==> config.mk <==
export PLATFORM = sky130hd
export DESIGN_NAME = ssf_serial_status_flags
export DESIGN_NICKNAME = d
export VERILOG_FILES = /design/src/ssf_pkg.sv /design/src/ssf_serial_status_flags.sv
export SDC_FILE = /design/constraint.sdc
export NUM_CORES = 1
export LEC_CHECK = 0
export BUFFER_PORTS_ARGS = -buffer_cell sky130_fd_sc_hd__buf_2
export CORE_MARGIN = 3
export CORE_UTILIZATION = 49
export DETAILED_ROUTE_END_ITERATION = 7
export PLACE_DENSITY = 0.8
export SETUP_SLACK_MARGIN = 0.1
export SYNTH_ARGS = -nofsm -noshare
export SYNTH_HDL_FRONTEND = slang
export SYNTH_SLANG_ARGS = --single-unit
==> constraint.sdc <==
create_clock -name i_clk_sys -period 1.75 [get_ports i_clk_sys]
set_input_delay 0.0875 -clock i_clk_sys [delete_from_list [all_inputs] [get_ports i_clk_sys]]
set_output_delay 0.0875 -clock i_clk_sys [all_outputs]
set_load 0.02 [all_outputs]
==> src/ssf_pkg.sv <==
/*
  ssf_pkg: shared constants of the serial status flag block.
  Assumes a byte-wide register port with a 4-bit address.
*/
package ssf_pkg;

  // register port geometry
  localparam int unsigned ADDR_W = 4;
  localparam int unsigned DATA_W = 8;

  ////////////////////////////////////////////////////////////
  // register offsets
  localparam logic [3:0] OFS_STATUS  = 4'h0;
  localparam logic [3:0] OFS_CONTROL = 4'h1;
  localparam logic [3:0] OFS_TX_BUF  = 4'h2;
  localparam logic [3:0] OFS_RX_BUF  = 4'h3;

  ////////////////////////////////////////////////////////////
  // serial_status field positions
  localparam int unsigned ST_TX_BUFFER_EMPTY = 7;
  localparam int unsigned ST_RX_BUFFER_FULL = 6;
  localparam int unsigned ST_OVERRUN_ERROR = 5;
  localparam int unsigned ST_FER  = 4;
  localparam int unsigned ST_PER  = 3;
  localparam int unsigned ST_TX_END = 2;
  localparam int unsigned ST_MPB  = 1;
  localparam int unsigned ST_TX_MULTIPROC_BIT = 0;

  // serial_control field positions
  localparam int unsigned CT_TE     = 0;
  localparam int unsigned CT_RE     = 1;
  localparam int unsigned CT_SYNC   = 2;
  localparam int unsigned CT_PAR_EN = 3;
  localparam int unsigned CT_ODD    = 4;
  localparam int unsigned CT_MP     = 5;
  localparam logic [7:0]  CT_MASK   = 8'h3f;

  ////////////////////////////////////////////////////////////
  // reset values
  localparam logic [7:0] STATUS_RST  = 8'h84;
  localparam logic [7:0] CONTROL_RST = 8'h00;
  localparam logic [7:0] BUF_RST     = 8'h00;
  localparam logic [7:0] UNMAPPED_RD = 8'h00;

endpackage

==> src/ssf_serial_status_flags.sv <==
/*
  ssf_serial_status_flags: status flags of one serial channel.
  Holds serial_status, a small serial_control, the transmit and
  receive buffers, and the clear-after-read protection of flags.
  Assumes shift engines that pulse on buffer take-over, on the
  last transmitted bit and on receive completion, handing over the
  first stop bit only, and a DMA port of one-cycle strobes.
*/
// Our own choices: the strobed register port and the register offsets.
//
// How it works
// - status is 8 bits, 0x84 after reset and on standby entry
// - writing 1 to a flag does nothing; 0 clears only after read as 1
// - writes to tx_end and rx_multiproc_bit ignored; bit 0 read/write
// - tx_buffer_empty sets when the shifter takes the tx buffer
// - tx_buffer_empty held 1 while transmitter disabled
// - dma write of tx buffer clears tx_buffer_empty
// - rx_buffer_full sets on error-free reception into rx buffer
// - dma read of rx buffer clears rx_buffer_full
// - errors and receiver disable keep rx_buffer_full; rx buffer kept except on framing or parity error
// - reception while rx_buffer_full sets overrun, new byte dropped
// - overrun halts reception; in sync mode also transmission
// - receiver disable leaves overrun and framing flags alone
// - async stop bit of 0 sets framing_error
// - with two stop bits only the first is checked
// - framing error loads rx buffer, rx_buffer_full stays clear
// - framing error halts reception; in sync mode transmission too
// - async parity mismatch against even or odd sets parity_error
// - framing errors only in asynchronous mode
// - parity error loads buffer without full flag, halts reception
// - tx_end sets on last bit with buffer empty, or tx disabled
// - tx_end clears on software tx_buffer_empty clear or dma write
`timescale 1ns/1ps

module ssf_serial_status_flags
  import ssf_pkg::*;
(
  input  wire logic              i_clk_sys,
  input  wire logic              i_resetn,
  input  wire logic              i_standby,
  // register port
  input  wire logic [ADDR_W-1:0] i_addr,
  input  wire logic [DATA_W-1:0] i_wr_data,
  input  wire logic              i_wr_en,
  input  wire logic              i_rd_en,
  output logic      [DATA_W-1:0] o_rd_data,
  // dma port
  input  wire logic              i_dma_tx_wr,
  input  wire logic [7:0]        i_dma_tx_data,
  input  wire logic              i_dma_rx_rd,
  // transmit engine
  input  wire logic              i_tx_load,
  input  wire logic              i_tx_last_bit,
  output logic [7:0]             o_tx_buffer,
  output logic                   o_tx_buffer_empty,
  output logic                   o_tx_multiproc_bit,
  output logic                   o_tx_enable,
  // receive engine
  input  wire logic              i_rx_done,
  input  wire logic [7:0]        i_rx_data,
  input  wire logic              i_rx_stop_bit,
  input  wire logic              i_rx_parity_bit,
  input  wire logic              i_rx_mp_bit,
  output logic [7:0]             o_rx_buffer,
  output logic                   o_rx_enable,
  output logic [7:0]             o_serial_status,
  output logic [7:0]             o_serial_control
);

  logic [7:0] status_reg;
  logic [7:0] control_reg;
  logic [7:0] tx_buf_reg;
  logic [7:0] rx_buf_reg;
  logic [7:0] rd_data_reg;
  logic [7:0] armed_reg;
  logic [7:0] armed_next;
  logic       rx_en_reg;
  logic       tx_en_reg;

  logic       sel_status;
  logic       sel_control;
  logic       sel_tx_buf;
  logic       sel_rx_buf;
  logic       st_wr;
  logic       st_rd;
  logic [7:0] clr_ok;

  logic       te;
  logic       re;
  logic       sync_mode;
  logic       any_err;
  logic       rx_take;
  logic       overrun;
  logic       frame_bad;
  logic       parity_bad;
  logic       rx_good;

  ////////////////////////////////////////////////////////////
  // address decode
  always_comb begin
    sel_status  = 1'b0;
    sel_control = 1'b0;
    sel_tx_buf  = 1'b0;
    sel_rx_buf  = 1'b0;
    if (i_addr == OFS_STATUS) begin
      sel_status = 1'b1;
    end else if (i_addr == OFS_CONTROL) begin
      sel_control = 1'b1;
    end else if (i_addr == OFS_TX_BUF) begin
      sel_tx_buf = 1'b1;
    end else if (i_addr == OFS_RX_BUF) begin
      sel_rx_buf = 1'b1;
    end
  end

  assign st_wr = i_wr_en & sel_status;
  assign st_rd = i_rd_en & sel_status;

  // a flag may be cleared only by a 0 written after it read as 1
  assign clr_ok = {8{st_wr}} & ~i_wr_data & armed_reg;

  ////////////////////////////////////////////////////////////
  // mode decode
  assign te        = control_reg[CT_TE];
  assign re        = control_reg[CT_RE];
  assign sync_mode = control_reg[CT_SYNC];
  assign any_err   = status_reg[ST_OVERRUN_ERROR] | status_reg[ST_FER]
                   | status_reg[ST_PER];

  // receive completion classification
  assign rx_take   = i_rx_done & rx_en_reg;
  assign overrun   = rx_take & status_reg[ST_RX_BUFFER_FULL];
  // only the first stop bit arrives, second is never looked at
  assign frame_bad = ~sync_mode & ~i_rx_stop_bit;
  assign parity_bad = ~sync_mode & control_reg[CT_PAR_EN]
                    & ((^i_rx_data) ^ i_rx_parity_bit
                       ^ control_reg[CT_ODD]);
  assign rx_good   = rx_take & ~overrun & ~frame_bad & ~parity_bad;

  ////////////////////////////////////////////////////////////
  // armed bits: set by a status read showing the flag as 1
  always_comb begin
    armed_next = armed_reg;
    if (st_wr) begin
      armed_next = 8'h00;
    end
    if (st_rd) begin
      armed_next = armed_next | status_reg;
    end
    // a flag that is already 0 carries no pending read
    armed_next = armed_next & status_reg;
    armed_next[ST_TX_END] = 1'b0;
    armed_next[ST_MPB]  = 1'b0;
    armed_next[ST_TX_MULTIPROC_BIT] = 1'b0;
  end

  always_ff @(posedge i_clk_sys or negedge i_resetn) begin
    if (!i_resetn) begin
      armed_reg <= 8'h00;
    end else if (i_standby) begin
      armed_reg <= 8'h00;
    end else begin
      armed_reg <= armed_next;
    end
  end

  ////////////////////////////////////////////////////////////
  // serial_control register
  always_ff @(posedge i_clk_sys or negedge i_resetn) begin
    if (!i_resetn) begin
      control_reg <= CONTROL_RST;
    end else if (i_standby) begin
      control_reg <= CONTROL_RST;
    end else if (i_wr_en && sel_control) begin
      control_reg <= i_wr_data & CT_MASK;
    end
  end

  ////////////////////////////////////////////////////////////
  // tx_buffer_empty flag
  always_ff @(posedge i_clk_sys or negedge i_resetn) begin
    if (!i_resetn) begin
      status_reg[ST_TX_BUFFER_EMPTY] <= STATUS_RST[ST_TX_BUFFER_EMPTY];
    end else if (i_standby) begin
      status_reg[ST_TX_BUFFER_EMPTY] <= STATUS_RST[ST_TX_BUFFER_EMPTY];
    end else if (!te) begin
      status_reg[ST_TX_BUFFER_EMPTY] <= 1'b1;
    end else if (i_tx_load) begin
      status_reg[ST_TX_BUFFER_EMPTY] <= 1'b1;
    end else if (i_dma_tx_wr) begin
      status_reg[ST_TX_BUFFER_EMPTY] <= 1'b0;
    end else if (clr_ok[ST_TX_BUFFER_EMPTY]) begin
      status_reg[ST_TX_BUFFER_EMPTY] <= 1'b0;
    end
  end

  ////////////////////////////////////////////////////////////
  // tx_end flag, not writable
  always_ff @(posedge i_clk_sys or negedge i_resetn) begin
    if (!i_resetn) begin
      status_reg[ST_TX_END] <= STATUS_RST[ST_TX_END];
    end else if (i_standby) begin
      status_reg[ST_TX_END] <= STATUS_RST[ST_TX_END];
    end else if (!te) begin
      status_reg[ST_TX_END] <= 1'b1;
    end else if (i_tx_last_bit && status_reg[ST_TX_BUFFER_EMPTY]) begin
      status_reg[ST_TX_END] <= 1'b1;
    end else if (i_dma_tx_wr || clr_ok[ST_TX_BUFFER_EMPTY]) begin
      status_reg[ST_TX_END] <= 1'b0;
    end
  end

  ////////////////////////////////////////////////////////////
  // rx_buffer_full flag; errors and receiver disable leave it
  always_ff @(posedge i_clk_sys or negedge i_resetn) begin
    if (!i_resetn) begin
      status_reg[ST_RX_BUFFER_FULL] <= STATUS_RST[ST_RX_BUFFER_FULL];
    end else if (i_standby) begin
      status_reg[ST_RX_BUFFER_FULL] <= STATUS_RST[ST_RX_BUFFER_FULL];
    end else if (rx_good) begin
      status_reg[ST_RX_BUFFER_FULL] <= 1'b1;
    end else if (i_dma_rx_rd) begin
      status_reg[ST_RX_BUFFER_FULL] <= 1'b0;
    end else if (clr_ok[ST_RX_BUFFER_FULL]) begin
      status_reg[ST_RX_BUFFER_FULL] <= 1'b0;
    end
  end

  ////////////////////////////////////////////////////////////
  // overrun flag, set wins over a clear in the same cycle
  always_ff @(posedge i_clk_sys or negedge i_resetn) begin
    if (!i_resetn) begin
      status_reg[ST_OVERRUN_ERROR] <= STATUS_RST[ST_OVERRUN_ERROR];
    end else if (i_standby) begin
      status_reg[ST_OVERRUN_ERROR] <= STATUS_RST[ST_OVERRUN_ERROR];
    end else if (overrun) begin
      status_reg[ST_OVERRUN_ERROR] <= 1'b1;
    end else if (clr_ok[ST_OVERRUN_ERROR]) begin
      status_reg[ST_OVERRUN_ERROR] <= 1'b0;
    end
  end

  ////////////////////////////////////////////////////////////
  // framing error flag
  always_ff @(posedge i_clk_sys or negedge i_resetn) begin
    if (!i_resetn) begin
      status_reg[ST_FER] <= STATUS_RST[ST_FER];
    end else if (i_standby) begin
      status_reg[ST_FER] <= STATUS_RST[ST_FER];
    end else if (rx_take && !overrun && frame_bad) begin
      status_reg[ST_FER] <= 1'b1;
    end else if (clr_ok[ST_FER]) begin
      status_reg[ST_FER] <= 1'b0;
    end
  end

  ////////////////////////////////////////////////////////////
  // parity error flag
  always_ff @(posedge i_clk_sys or negedge i_resetn) begin
    if (!i_resetn) begin
      status_reg[ST_PER] <= STATUS_RST[ST_PER];
    end else if (i_standby) begin
      status_reg[ST_PER] <= STATUS_RST[ST_PER];
    end else if (rx_take && !overrun && parity_bad) begin
      status_reg[ST_PER] <= 1'b1;
    end else if (clr_ok[ST_PER]) begin
      status_reg[ST_PER] <= 1'b0;
    end
  end

  ////////////////////////////////////////////////////////////
  // received multiprocessor bit, not writable
  always_ff @(posedge i_clk_sys or negedge i_resetn) begin
    if (!i_resetn) begin
      status_reg[ST_MPB] <= STATUS_RST[ST_MPB];
    end else if (i_standby) begin
      status_reg[ST_MPB] <= STATUS_RST[ST_MPB];
    end else if (rx_take && !overrun && !sync_mode
                 && control_reg[CT_MP]) begin
      status_reg[ST_MPB] <= i_rx_mp_bit;
    end
  end

  ////////////////////////////////////////////////////////////
  // transmit multiprocessor bit, plain read/write
  always_ff @(posedge i_clk_sys or negedge i_resetn) begin
    if (!i_resetn) begin
      status_reg[ST_TX_MULTIPROC_BIT] <= STATUS_RST[ST_TX_MULTIPROC_BIT];
    end else if (i_standby) begin
      status_reg[ST_TX_MULTIPROC_BIT] <= STATUS_RST[ST_TX_MULTIPROC_BIT];
    end else if (st_wr) begin
      status_reg[ST_TX_MULTIPROC_BIT] <= i_wr_data[ST_TX_MULTIPROC_BIT];
    end
  end

  ////////////////////////////////////////////////////////////
  // transmit buffer, dma write takes precedence over cpu
  always_ff @(posedge i_clk_sys or negedge i_resetn) begin
    if (!i_resetn) begin
      tx_buf_reg <= BUF_RST;
    end else if (i_dma_tx_wr) begin
      tx_buf_reg <= i_dma_tx_data;
    end else if (i_wr_en && sel_tx_buf) begin
      tx_buf_reg <= i_wr_data;
    end
  end

  ////////////////////////////////////////////////////////////
  // receive buffer: loaded on error-free or flagged receptions,
  // kept on overrun so the older byte survives
  always_ff @(posedge i_clk_sys or negedge i_resetn) begin
    if (!i_resetn) begin
      rx_buf_reg <= BUF_RST;
    end else if (rx_take && !overrun) begin
      rx_buf_reg <= i_rx_data;
    end
  end

  ////////////////////////////////////////////////////////////
  // engine enables, rx gated by pending receive errors, tx only in sync mode
  always_ff @(posedge i_clk_sys or negedge i_resetn) begin
    if (!i_resetn) begin
      rx_en_reg <= 1'b0;
      tx_en_reg <= 1'b0;
    end else if (i_standby) begin
      rx_en_reg <= 1'b0;
      tx_en_reg <= 1'b0;
    end else begin
      rx_en_reg <= re & ~any_err;
      tx_en_reg <= te & ~(sync_mode & any_err);
    end
  end

  ////////////////////////////////////////////////////////////
  // read data, valid in the cycle after the strobe
  always_ff @(posedge i_clk_sys or negedge i_resetn) begin
    if (!i_resetn) begin
      rd_data_reg <= UNMAPPED_RD;
    end else if (i_rd_en) begin
      if (sel_status) begin
        rd_data_reg <= status_reg;
      end else if (sel_control) begin
        rd_data_reg <= control_reg;
      end else if (sel_tx_buf) begin
        rd_data_reg <= tx_buf_reg;
      end else if (sel_rx_buf) begin
        rd_data_reg <= rx_buf_reg;
      end else begin
        rd_data_reg <= UNMAPPED_RD;
      end
    end
  end

  ////////////////////////////////////////////////////////////
  // outputs, all straight from flops
  assign o_rd_data          = rd_data_reg;
  assign o_tx_buffer        = tx_buf_reg;
  assign o_tx_buffer_empty  = status_reg[ST_TX_BUFFER_EMPTY];
  assign o_tx_multiproc_bit = status_reg[ST_TX_MULTIPROC_BIT];
  assign o_tx_enable        = tx_en_reg;
  assign o_rx_buffer        = rx_buf_reg;
  assign o_rx_enable        = rx_en_reg;
  assign o_serial_status    = status_reg;
  assign o_serial_control   = control_reg;

endmodule

; Word level (Yosys, flattened, before mapping)
; Cells that the tools add are included.
; W data, S select, Z words.
[totals]
in_bits = 41
output_inout_bits = 44
regBits = 50
elab_cells = 119
[op_classes]
muxes = 49
n_eq_ne = 5
reduce_logical = 21
bitwise_logic = 29
[op_table]
columns = cell, count
row1 = $mux W8, 11
row2 = $mux W1, 38
row3 = $and A8 B8 Y8, 3
row4 = $and A1 B1 Y1, 13
row5 = $reduce_bool A3 Y1, 3
row6 = $eq A4 B2 Y1 const B, 2
row7 = $logic_and A1 B1 Y1, 8
row8 = $not A8 Y8, 1
row9 = $or A8 B8 Y8, 1
row10 = $reduce_bool A2 Y1, 4
row11 = $reduce_xor A8 Y1, 1
row12 = $not A1 Y1, 7
row13 = $ne A5 B4 Y1 const B, 1
row14 = $eq A4 B1 Y1 const B, 1
row15 = $logic_not A4 Y1, 1
row16 = $ne A4 B2 Y1 const B, 1
row17 = $reduce_bool A4 Y1, 1
row18 = $logic_not A1 Y1, 2
row19 = $or A1 B1 Y1, 2
row20 = $xor A1 B1 Y1, 2
row21 = $logic_or A1 B1 Y1, 1

; Logic depth before layout (Yosys ltp)
; Gate-level depths: netlist (run 1).
[depth]
ltp_word = 10
ltp_mapped = 6

; Least setup slack after synthesis (run 1)
; No wires, ideal clock.
[synth_path]
path_kind = flip-flop to flip-flop
startpoint = reg status_reg[6] (netlist: o_serial_status[6])
endpoint = reg status_reg[1] (netlist: o_serial_status[1])
n_path_buf = 1
setup_ps = 132
stages_incl_launch_ff = 7
path_slack_ps = 280
required_ps = 1618
arrival_time_ps = 1338
period_less_slack_ps = 1470
cell_sequence = dfrtp_1 nand3b_1 clkbuf_1 nor2_1 nand2_1 mux2i_1 nor2_1
[synth_via]
elab_chain_len = 6
[synth_lines]
columns = element, line
row1 = from (decl), ssf_serial_status_flags.sv:70  ; logic [7:0] status_reg;
row2 = "from (signal, indexed assignment)", ssf_serial_status_flags.sv:217  ; status_reg[ST_RX_BUFFER_FULL] <= STATUS_RST[ST_RX_BUFFER_FULL];
row3 = "from (signal, indexed assignment)", ssf_serial_status_flags.sv:219  ; status_reg[ST_RX_BUFFER_FULL] <= STATUS_RST[ST_RX_BUFFER_FULL];
row4 = $and A1 B1 Y1, ssf_serial_status_flags.sv:132  ; assign overrun = rx_take & status_reg[ST_RX_BUFFER_FULL];
row5 = $logic_not A1 Y1, ssf_serial_status_flags.sv:278  ; end else if (rx_take && !overrun && !sync_mode
row6 = $logic_and A1 B1 Y1 (2 in series), ssf_serial_status_flags.sv:278
row7 = $logic_and A1 B1 Y1, ssf_serial_status_flags.sv:279  ; && control_reg[CT_MP]) begin
row8 = $reduce_bool A2 Y1 (no source line), --
; No other way between the ends.
; A chain may end at the register's enable or synchronous reset.

; Worst setup path in the final report (run 1)
[layout_path]
startpoint = reg control_reg[4] (netlist: o_serial_control[4])
endpoint = reg status_reg[6] (netlist: o_serial_status[6])
[layout_via]
elab_chain_len = 6
[layout_lines]
columns = element, line
row1 = from (decl), ssf_serial_status_flags.sv:71  ; logic [7:0] control_reg;
row2 = from (signal assigned), ssf_serial_status_flags.sv:175  ; control_reg <= i_wr_data & CT_MASK;
row3 = $xor A1 B1 Y1 (*), ssf_serial_status_flags.sv:137  ; ^ control_reg[CT_ODD]);
row4 = $and A1 B1 Y1 (*), ssf_serial_status_flags.sv:136  ; & ((^i_rx_data) ^ i_rx_parity_bit
row5 = $not A1 Y1 (*), ssf_serial_status_flags.sv:138  ; assign rx_good = rx_take & ~overrun & ~frame_bad & ~parity_bad;
row6 = $and A1 B1 Y1 (*), ssf_serial_status_flags.sv:138
row7 = $mux W1, ssf_serial_status_flags.sv:220  ; end else if (rx_good) begin
row8 = $mux W1, ssf_serial_status_flags.sv:218  ; end else if (i_standby) begin
; Every way passes the cells marked *; elsewhere a longest branch is shown, timed or not.

==> results of run 1 <==
power by group through the flow:
stage	Sequential [mW]	Combinational (mW)	Clock, mW
after floorplan	1.18	0.151	0
after global placement	1.13	0.354	0
after detailed placement	1.14	0.358	0
after CTS	1.12	0.372	0.614
after global routing	1.12	0.403	0.658
final	1.12	0.369	0.614
critical path, delay by kind of cell, from the launching register on:
| family | cells | cell delay [ns] |
|---|---|---|
| xor+xnor | 3 | 0.54 |
| flops | 1 | 0.42 |
| compound gates | 2 | 0.38 |
cell usage after synthesis, types with 2 or more instances:
library cell and n:
nor2_1 16, mux2i_1 17, mux4_2 5, o22ai_1 2, nand2b_1 4, dfrtp_1 43, nor2b_1 2, mux2_2 9
xor2_1 2, nand2_1 13, dfstp_2 2, a31oi_1 2, buf_2 2, buf_4 4, o21ai_0 16, nand3_1 8
xnor2_1 5, inv_1 7, nor3b_1 7, clkbuf_1 6, a21oi_1 13, a211o_1 2, nor3_1 2
per-layer routing:
metal,track usage,up-vias,part of all wire
met3,0.0468,7,0.073
met4,0.0656,0,0.013
met1,0.332,888,0.41
met2,0.364,85,0.50
li1,-,879,-
met5,0,-,0
per-stage QoR:
| step | hold WS [ns] | cells |
|---|---|---|
| after floorplan | -0.208 | 202 |
| after global placement | 0.199 | 327 |
| after detailed placement | 0.204 | 327 |
| after CTS | 0.0118 | 341 |
| after global routing | 0.0262 | 341 |
| final | 0.00525 | 341 |
logic make-up after synthesis:
group,Yosys count,synth area share
xor gates and xnor gates,8,0.0379
buffers and inverters,20,0.0424
DFF,45,0.510
and+or+nand+nor,60,0.145
muxes,31,0.174
other,1,0.00170
AOI/OAI and AO/OA,36,0.0894
worst max path at each step:
stage                   startpoint            endpoint  slack [ns]  cells past startpoint
2_1_floorplan   o_serial_status[6]  o_serial_status[1]        0.28                      6
3_3_place_gp          i_rx_data[2]  o_serial_status[6]        0.27                      6
3_5_place_dp          i_rx_data[2]  o_serial_status[6]        0.24                      6
4_1_cts        o_serial_control[4]  o_serial_status[6]        0.33                      5
5_1_grt        o_serial_control[4]  o_serial_status[6]        0.22                      5
6_report       o_serial_control[4]  o_serial_status[6]        0.30                      5
final cells by class:
type                            instances  share of cell area
Sequential cell                        45               0.401
Multi-Input combinational cell        137               0.353
Timing Repair Buffer                   95               0.187
Clock buffer                            6              0.0258
Tap cell                               50              0.0222
Inverter                                7             0.00934
Clock inverter                          1             0.00178
==> results.md, run 1 <==
* Status: complete, no violations
* CP arrival at 1.64 ns
* Final Wtd Congestion at 0.872
* Cts repair resizes at 0
* Post-route cell area at 2810 sq um
* Post-synth EDFFs at 0
* Largest net degree at the start of global routing at 46
* Max capacitance violation total at 0
* Setup violators final at 0
* Reg2reg end: o_serial_status[6]
* H-tree Lvls at 2
* Clock transition at path regs at 0.08 ns
* Gate Count Post-Synth at 201
* Critical path class: flop to flop
* # diodes at 0
* CTS Root Buffer Type: clkbuf_8
* Startpoint types: flop
* Share of layout cells above drive strength 1 at 0.392
* Worst slack, placed at 0.239 ns
* Clock sink count at 45
* Area occupied by multi-input gates at 993 sq um
* Drt first-iter violations at 182
* Postcts setup bufs at 0
* Die width at 73.2 microns
* Routed wire length at 5.88 mm
* Area of the die at 5360 sq um
* # fillers at 339
* CTS Hold Bufs at 7
* Leakage at 1.46 nW
* Initial antenna violation count at 0
* Clk_skew at 0.0101 ns
* Num ports at 85
* Crit. End Element: flop
* Remaining DRCs at 0
* First-pass DRT Iterations at 4
* Vias in the first global route at 1840
* Register area share after synthesis at 0.510
* Top cell type's share of synthesized area at 0.486
* DP Area at 2670 sq um
* Pwr dens at 746 nW/um^2
* Synth area leaders: dfrtp_1 49%, mux2i_1 7.7%, mux4_2 5.1%
* Sw Ratio at 0.279
* Max Root-Sink Buffers at 2
* Reg2reg start: o_serial_control[4]
* Initial Util at 0.530
* Final nets at 332
* Global-route wire length before repair at 9.40 mm
* Post-synthesis cell type count at 35
* Number of vias per cell at 5.45
* Detail Placement HPWL at 4.36 mm
* Hold crit path type: input pin to flop
* Peak VDD IR at 488 uV
* Total CTS buffers at 5
* Reg-to-reg slack, setup at 0.30 ns
* Worst-Margin Slew at 0.560 ns
* CTS tree: done
* Cell area after synthesis at 2210 sq um
* Internal at 1.51 mW
* Final core occ at 0.674
* Routed Antenna Nets at 0
* Area delta synth->final at 27.2%
* Worst path max stage delay at 0.42 ns
* Total power at 2.10 mW
* Flip-flop and latch area at 1130 sq um
* Die Y-Extent at 73.2 microns
* Setup TNS at 0 ns
* Top FF cell, synth: dfrtp_1
* Hold Vio Cnt, Final at 0
* Unrepaired setup endpoints after global routing: no
* Setup WS post-layout at 0.303 ns
* Fin crit share at 0.827
* Fmax at 691 MHz
* Yosys warns at 0
* CP cell instances: xor2_1, xnor2_1, xnor2_1, a21oi_1, a211o_1
* Yosys reg bits at 45
* Async set-or-reset flop fraction in the synthesized netlist at 1.00
* R2R cell count at 5
* Synth Area per Inst at 11.0 sq um
* Relative slew slack at 0.627
* Hold-critical path depth at 3
* I/O Buffers at 82
* Clock latency on the worst-skew pair at 0.30 ns
* Slew Limit Fails at 0
* Commonest non-fill, non-tap cell in the layout: buf_2
* Clk pwr share at 0.293
* Mean routed wirelength per cell at 17.2 microns
* Critical Path RT at 1.94 ns
* Crit Path Max Fanout at 4
* Worst Hold Launch: i_dma_tx_data[2]
* GRT Overall Usage at 0.234
* Most frequent cells in the layout: 82 x buf_2, 43 x dfrtp_1, 17 x mux2i_1
* Worst path slowest cell: dfrtp_1
* Total number of vias at 1859
* Hold Path End: o_tx_buffer[2]
* Most common cell on crit path: xnor2_1
* Total gr overflow at 0
* Number of core rows at 23
* Core footprint at 4170 sq um
* Combinational share of power at 0.176
* P_sw at 0.587 mW
* Flop pwr share at 0.532
* Clock period minus worst slack at 1.45 ns
* Synth area leader: dfrtp_1
Note: power is estimated with default switching activity, not from simulation.
==> run 2: changes to the inputs <==
clock period = 1.5 ns   (was 1.75 ns; I/O delays follow)
==> results.md, run 2 (synthesized netlist as in run 1, its figures left out) <==
* Hold crit path type: input pin to flop
* Die width at 73.2 microns (unchanged)
* Num ports at 85 (unchanged)
* Commonest non-fill, non-tap cell in the layout: buf_2
* Sw Ratio at 0.290 (+0.0110)
* Final nets at 341 (+2.7%)
* Unrepaired setup endpoints after global routing: yes
* Drt first-iter violations at 163 (-10%)
* I/O Buffers at 82 (unchanged)
* Fmax at 730 MHz (+5.7%)
* Clock sink count at 45 (unchanged)
* Area delta synth->final at 32.6%
* Status: complete, no violations
* Worst Hold Launch: i_tx_last_bit
* Total gr overflow at 0 (unchanged)
* DP Area at 2730 sq um (+2.2%)
* Peak VDD IR at 526 uV (+7.7%)
* Flop pwr share at 0.517 (-0.015)
* Critical path class: flop to flop
* Clk pwr share at 0.305 (+0.012)
* Combinational share of power at 0.178 (+0.002)
* Total CTS buffers at 5 (unchanged)
* Reg2reg end: o_serial_status[6]
* Max Root-Sink Buffers at 2 (unchanged)
* Flip-flop and latch area at 1130 sq um (+0.11%)
* Die Y-Extent at 73.2 microns (unchanged)
* Worst path max stage delay at 0.44 ns (+0.02 ns)
* Fin crit share at 0.913 (+0.0861)
* Area occupied by multi-input gates at 1010 sq um (+2.0%)
* Crit. End Element: flop
* Global-route wire length before repair at 9.65 mm (+2.6%)
* CTS Root Buffer Type: clkbuf_8
* Startpoint types: flop
* P_sw at 0.733 mW (+25%)
* Setup TNS at 0 ns (unchanged)
* Bufs and invs on worst path at 0 (unchanged)
* Hold Vio Cnt, Final at 0 (unchanged)
* Total number of vias at 1884 (+1.3%)
* Core footprint at 4170 sq um (unchanged)
* Clock transition at path regs at 0.09 ns (about the same)
* H-tree Lvls at 2 (unchanged)
* # diodes at 0 (unchanged)
* Reg-to-reg slack, setup at 0.13 ns (-0.17 ns)
* Hold-critical path depth at 2 (-1)
* Max capacitance violation total at 0 (unchanged)
* Vias in the first global route at 1954 (+6.2%)
* Post-route cell area at 2930 sq um (+4.3%)
* Reg2reg start: o_serial_control[4]
* Slew Limit Fails at 0 (unchanged)
* Clk_skew at 0.00701 ns (-0.00305 ns)
* Leakage at 1.52 nW (+3.9%)
* Critical Path RT at 1.70 ns (-0.24 ns)
* Number of vias per cell at 5.37 (-1.5%)
* Setup WS post-layout at 0.131 ns (-0.172 ns)
* First-pass DRT Iterations at 4 (unchanged)
* Remaining DRCs at 0 (unchanged)
* CTS tree: done
* Final Non-Filler Cells at 351 (+2.9%)
* Final core occ at 0.703 (+0.0288)
* Final Wtd Congestion at 0.935 (+7.2%)
* Mean routed wirelength per cell at 17.4 microns (+1.0%)
* Crit path max-delay family: XOR/XNOR gates
* Clock period minus worst slack at 1.37 ns (-0.0776 ns)
* Routed wire length at 6.11 mm (+4.0%)
* Number of core rows at 23 (unchanged)
* Clock latency on the worst-skew pair at 0.31 ns (about the same)
* Dpl cells at 333 (+1.8%)
* Initial antenna violation count at 0 (unchanged)
* Share of layout cells above drive strength 1 at 0.422 (+0.0302)
* Area of the die at 5360 sq um (unchanged)
* Internal at 1.79 mW (+18%)
* Worst slack, placed at 0.0335 ns (-0.206 ns)
* # fillers at 305 (-10%)
* Worst path slowest cell: dfrtp_2
* GRT Overall Usage at 0.244 (+0.0106)
* Crit Path Max Fanout at 2 (-2)
* R2R cell count at 5 (unchanged)
* Initial Util at 0.530 (unchanged)
* Largest net degree at the start of global routing at 21 (-54%)
* Detail Placement HPWL at 4.74 mm (+8.7%)
* Setup violators final at 0 (unchanged)
* CP arrival at 1.57 ns (-0.07 ns)
* Most frequent cells in the layout: 82 x buf_2, 42 x dfrtp_1, 17 x mux2i_1
* Hold Path End: o_serial_status[2]
* Pwr dens at 860 nW/um^2 (+15%)
* Routed Antenna Nets at 0 (unchanged)
* CP cell instances: xor2_2, xnor2_2, xnor2_1, a21oi_1, a211o_1
==> run 2: changes by cell type in the layout (fill, tap and decap cells not counted), sizes merged <==
cell and change:
buf +7, clkbuf -1, clkinv +2, dlygate4sd3 +2
==> run 2: cell type report <==
class	instances	share of cell area
Timing Repair Buffer	104	0.208
Inverter	7	0.00896
Clock buffer	5	0.0235
Tap cell	50	0.0213
Clock inverter	3	0.00768
Sequential cell	45	0.385
Multi-Input combinational cell	137	0.345
==> run 2: repair_timing <==
action | CTS | global route
pin swaps | 4 | 0
hold buffers | 9 | 0
setup buffers | 1 | 0
hold endpoints to repair | 33 | 0
endpoints found under the setup margin | 1 | 3
resized for setup | 1 | 2
==> run 2: metrics by stage <==
| step | power (mW) | hold WS, ns |
|---|---|---|
| 2_1_floorplan | 1.55 | -0.221 |
| 3_3_place_gp | 1.74 | -0.0200 |
| 3_5_place_dp | 1.75 | -0.0179 |
| 4_1_cts | 2.53 | 0.00127 |
| 5_1_grt | 2.62 | 0.0177 |
| 6_report | 2.52 | 0.00372 |
==> run 2: per-layer routing <==
layer | GRT usage | vias to the layer above | part of all wire
li1 | - | 893 | -
met1 | 0.301 | 904 | 0.40
met2 | 0.408 | 73 | 0.51
met3 | 0.0647 | 14 | 0.063
met4 | 0.0943 | 0 | 0.025
met5 | 0 | - | 0
==> run 2: worst reg2reg max path: cells and delay by family, from the launching register on <==
| kind | cells | cell delay [ns] |
|---|---|---|
| XOR/XNOR | 3 | 0.50 |
| flip-flops | 1 | 0.44 |
| AO/OA/AOI/OAI | 2 | 0.32 |
==> run 2: how the worst max path moves through the flow <==
stage / start / depth (start not counted) / slack, ns / endpoint
floorplan: o_serial_control[4] / 5 / 0.10 / o_serial_status[6]
global placement: i_rx_data[2] / 6 / 0.09 / o_serial_status[6]
detailed placement: i_rx_data[2] / 6 / 0.03 / o_serial_status[6]
CTS: o_serial_control[4] / 5 / 0.14 / o_serial_status[6]
global route: o_serial_control[4] / 5 / 0.07 / o_serial_status[6]
finish: o_serial_control[4] / 5 / 0.13 / o_serial_status[6]
==> run 2: power groups by stage <==
stage	clock (mW)	combinational, mW	sequential, mW
global route	0.824	0.484	1.31
detailed placement	0	0.423	1.33
global placement	0	0.415	1.33
finish	0.771	0.449	1.30
floorplan	0	0.176	1.38
CTS	0.780	0.444	1.30
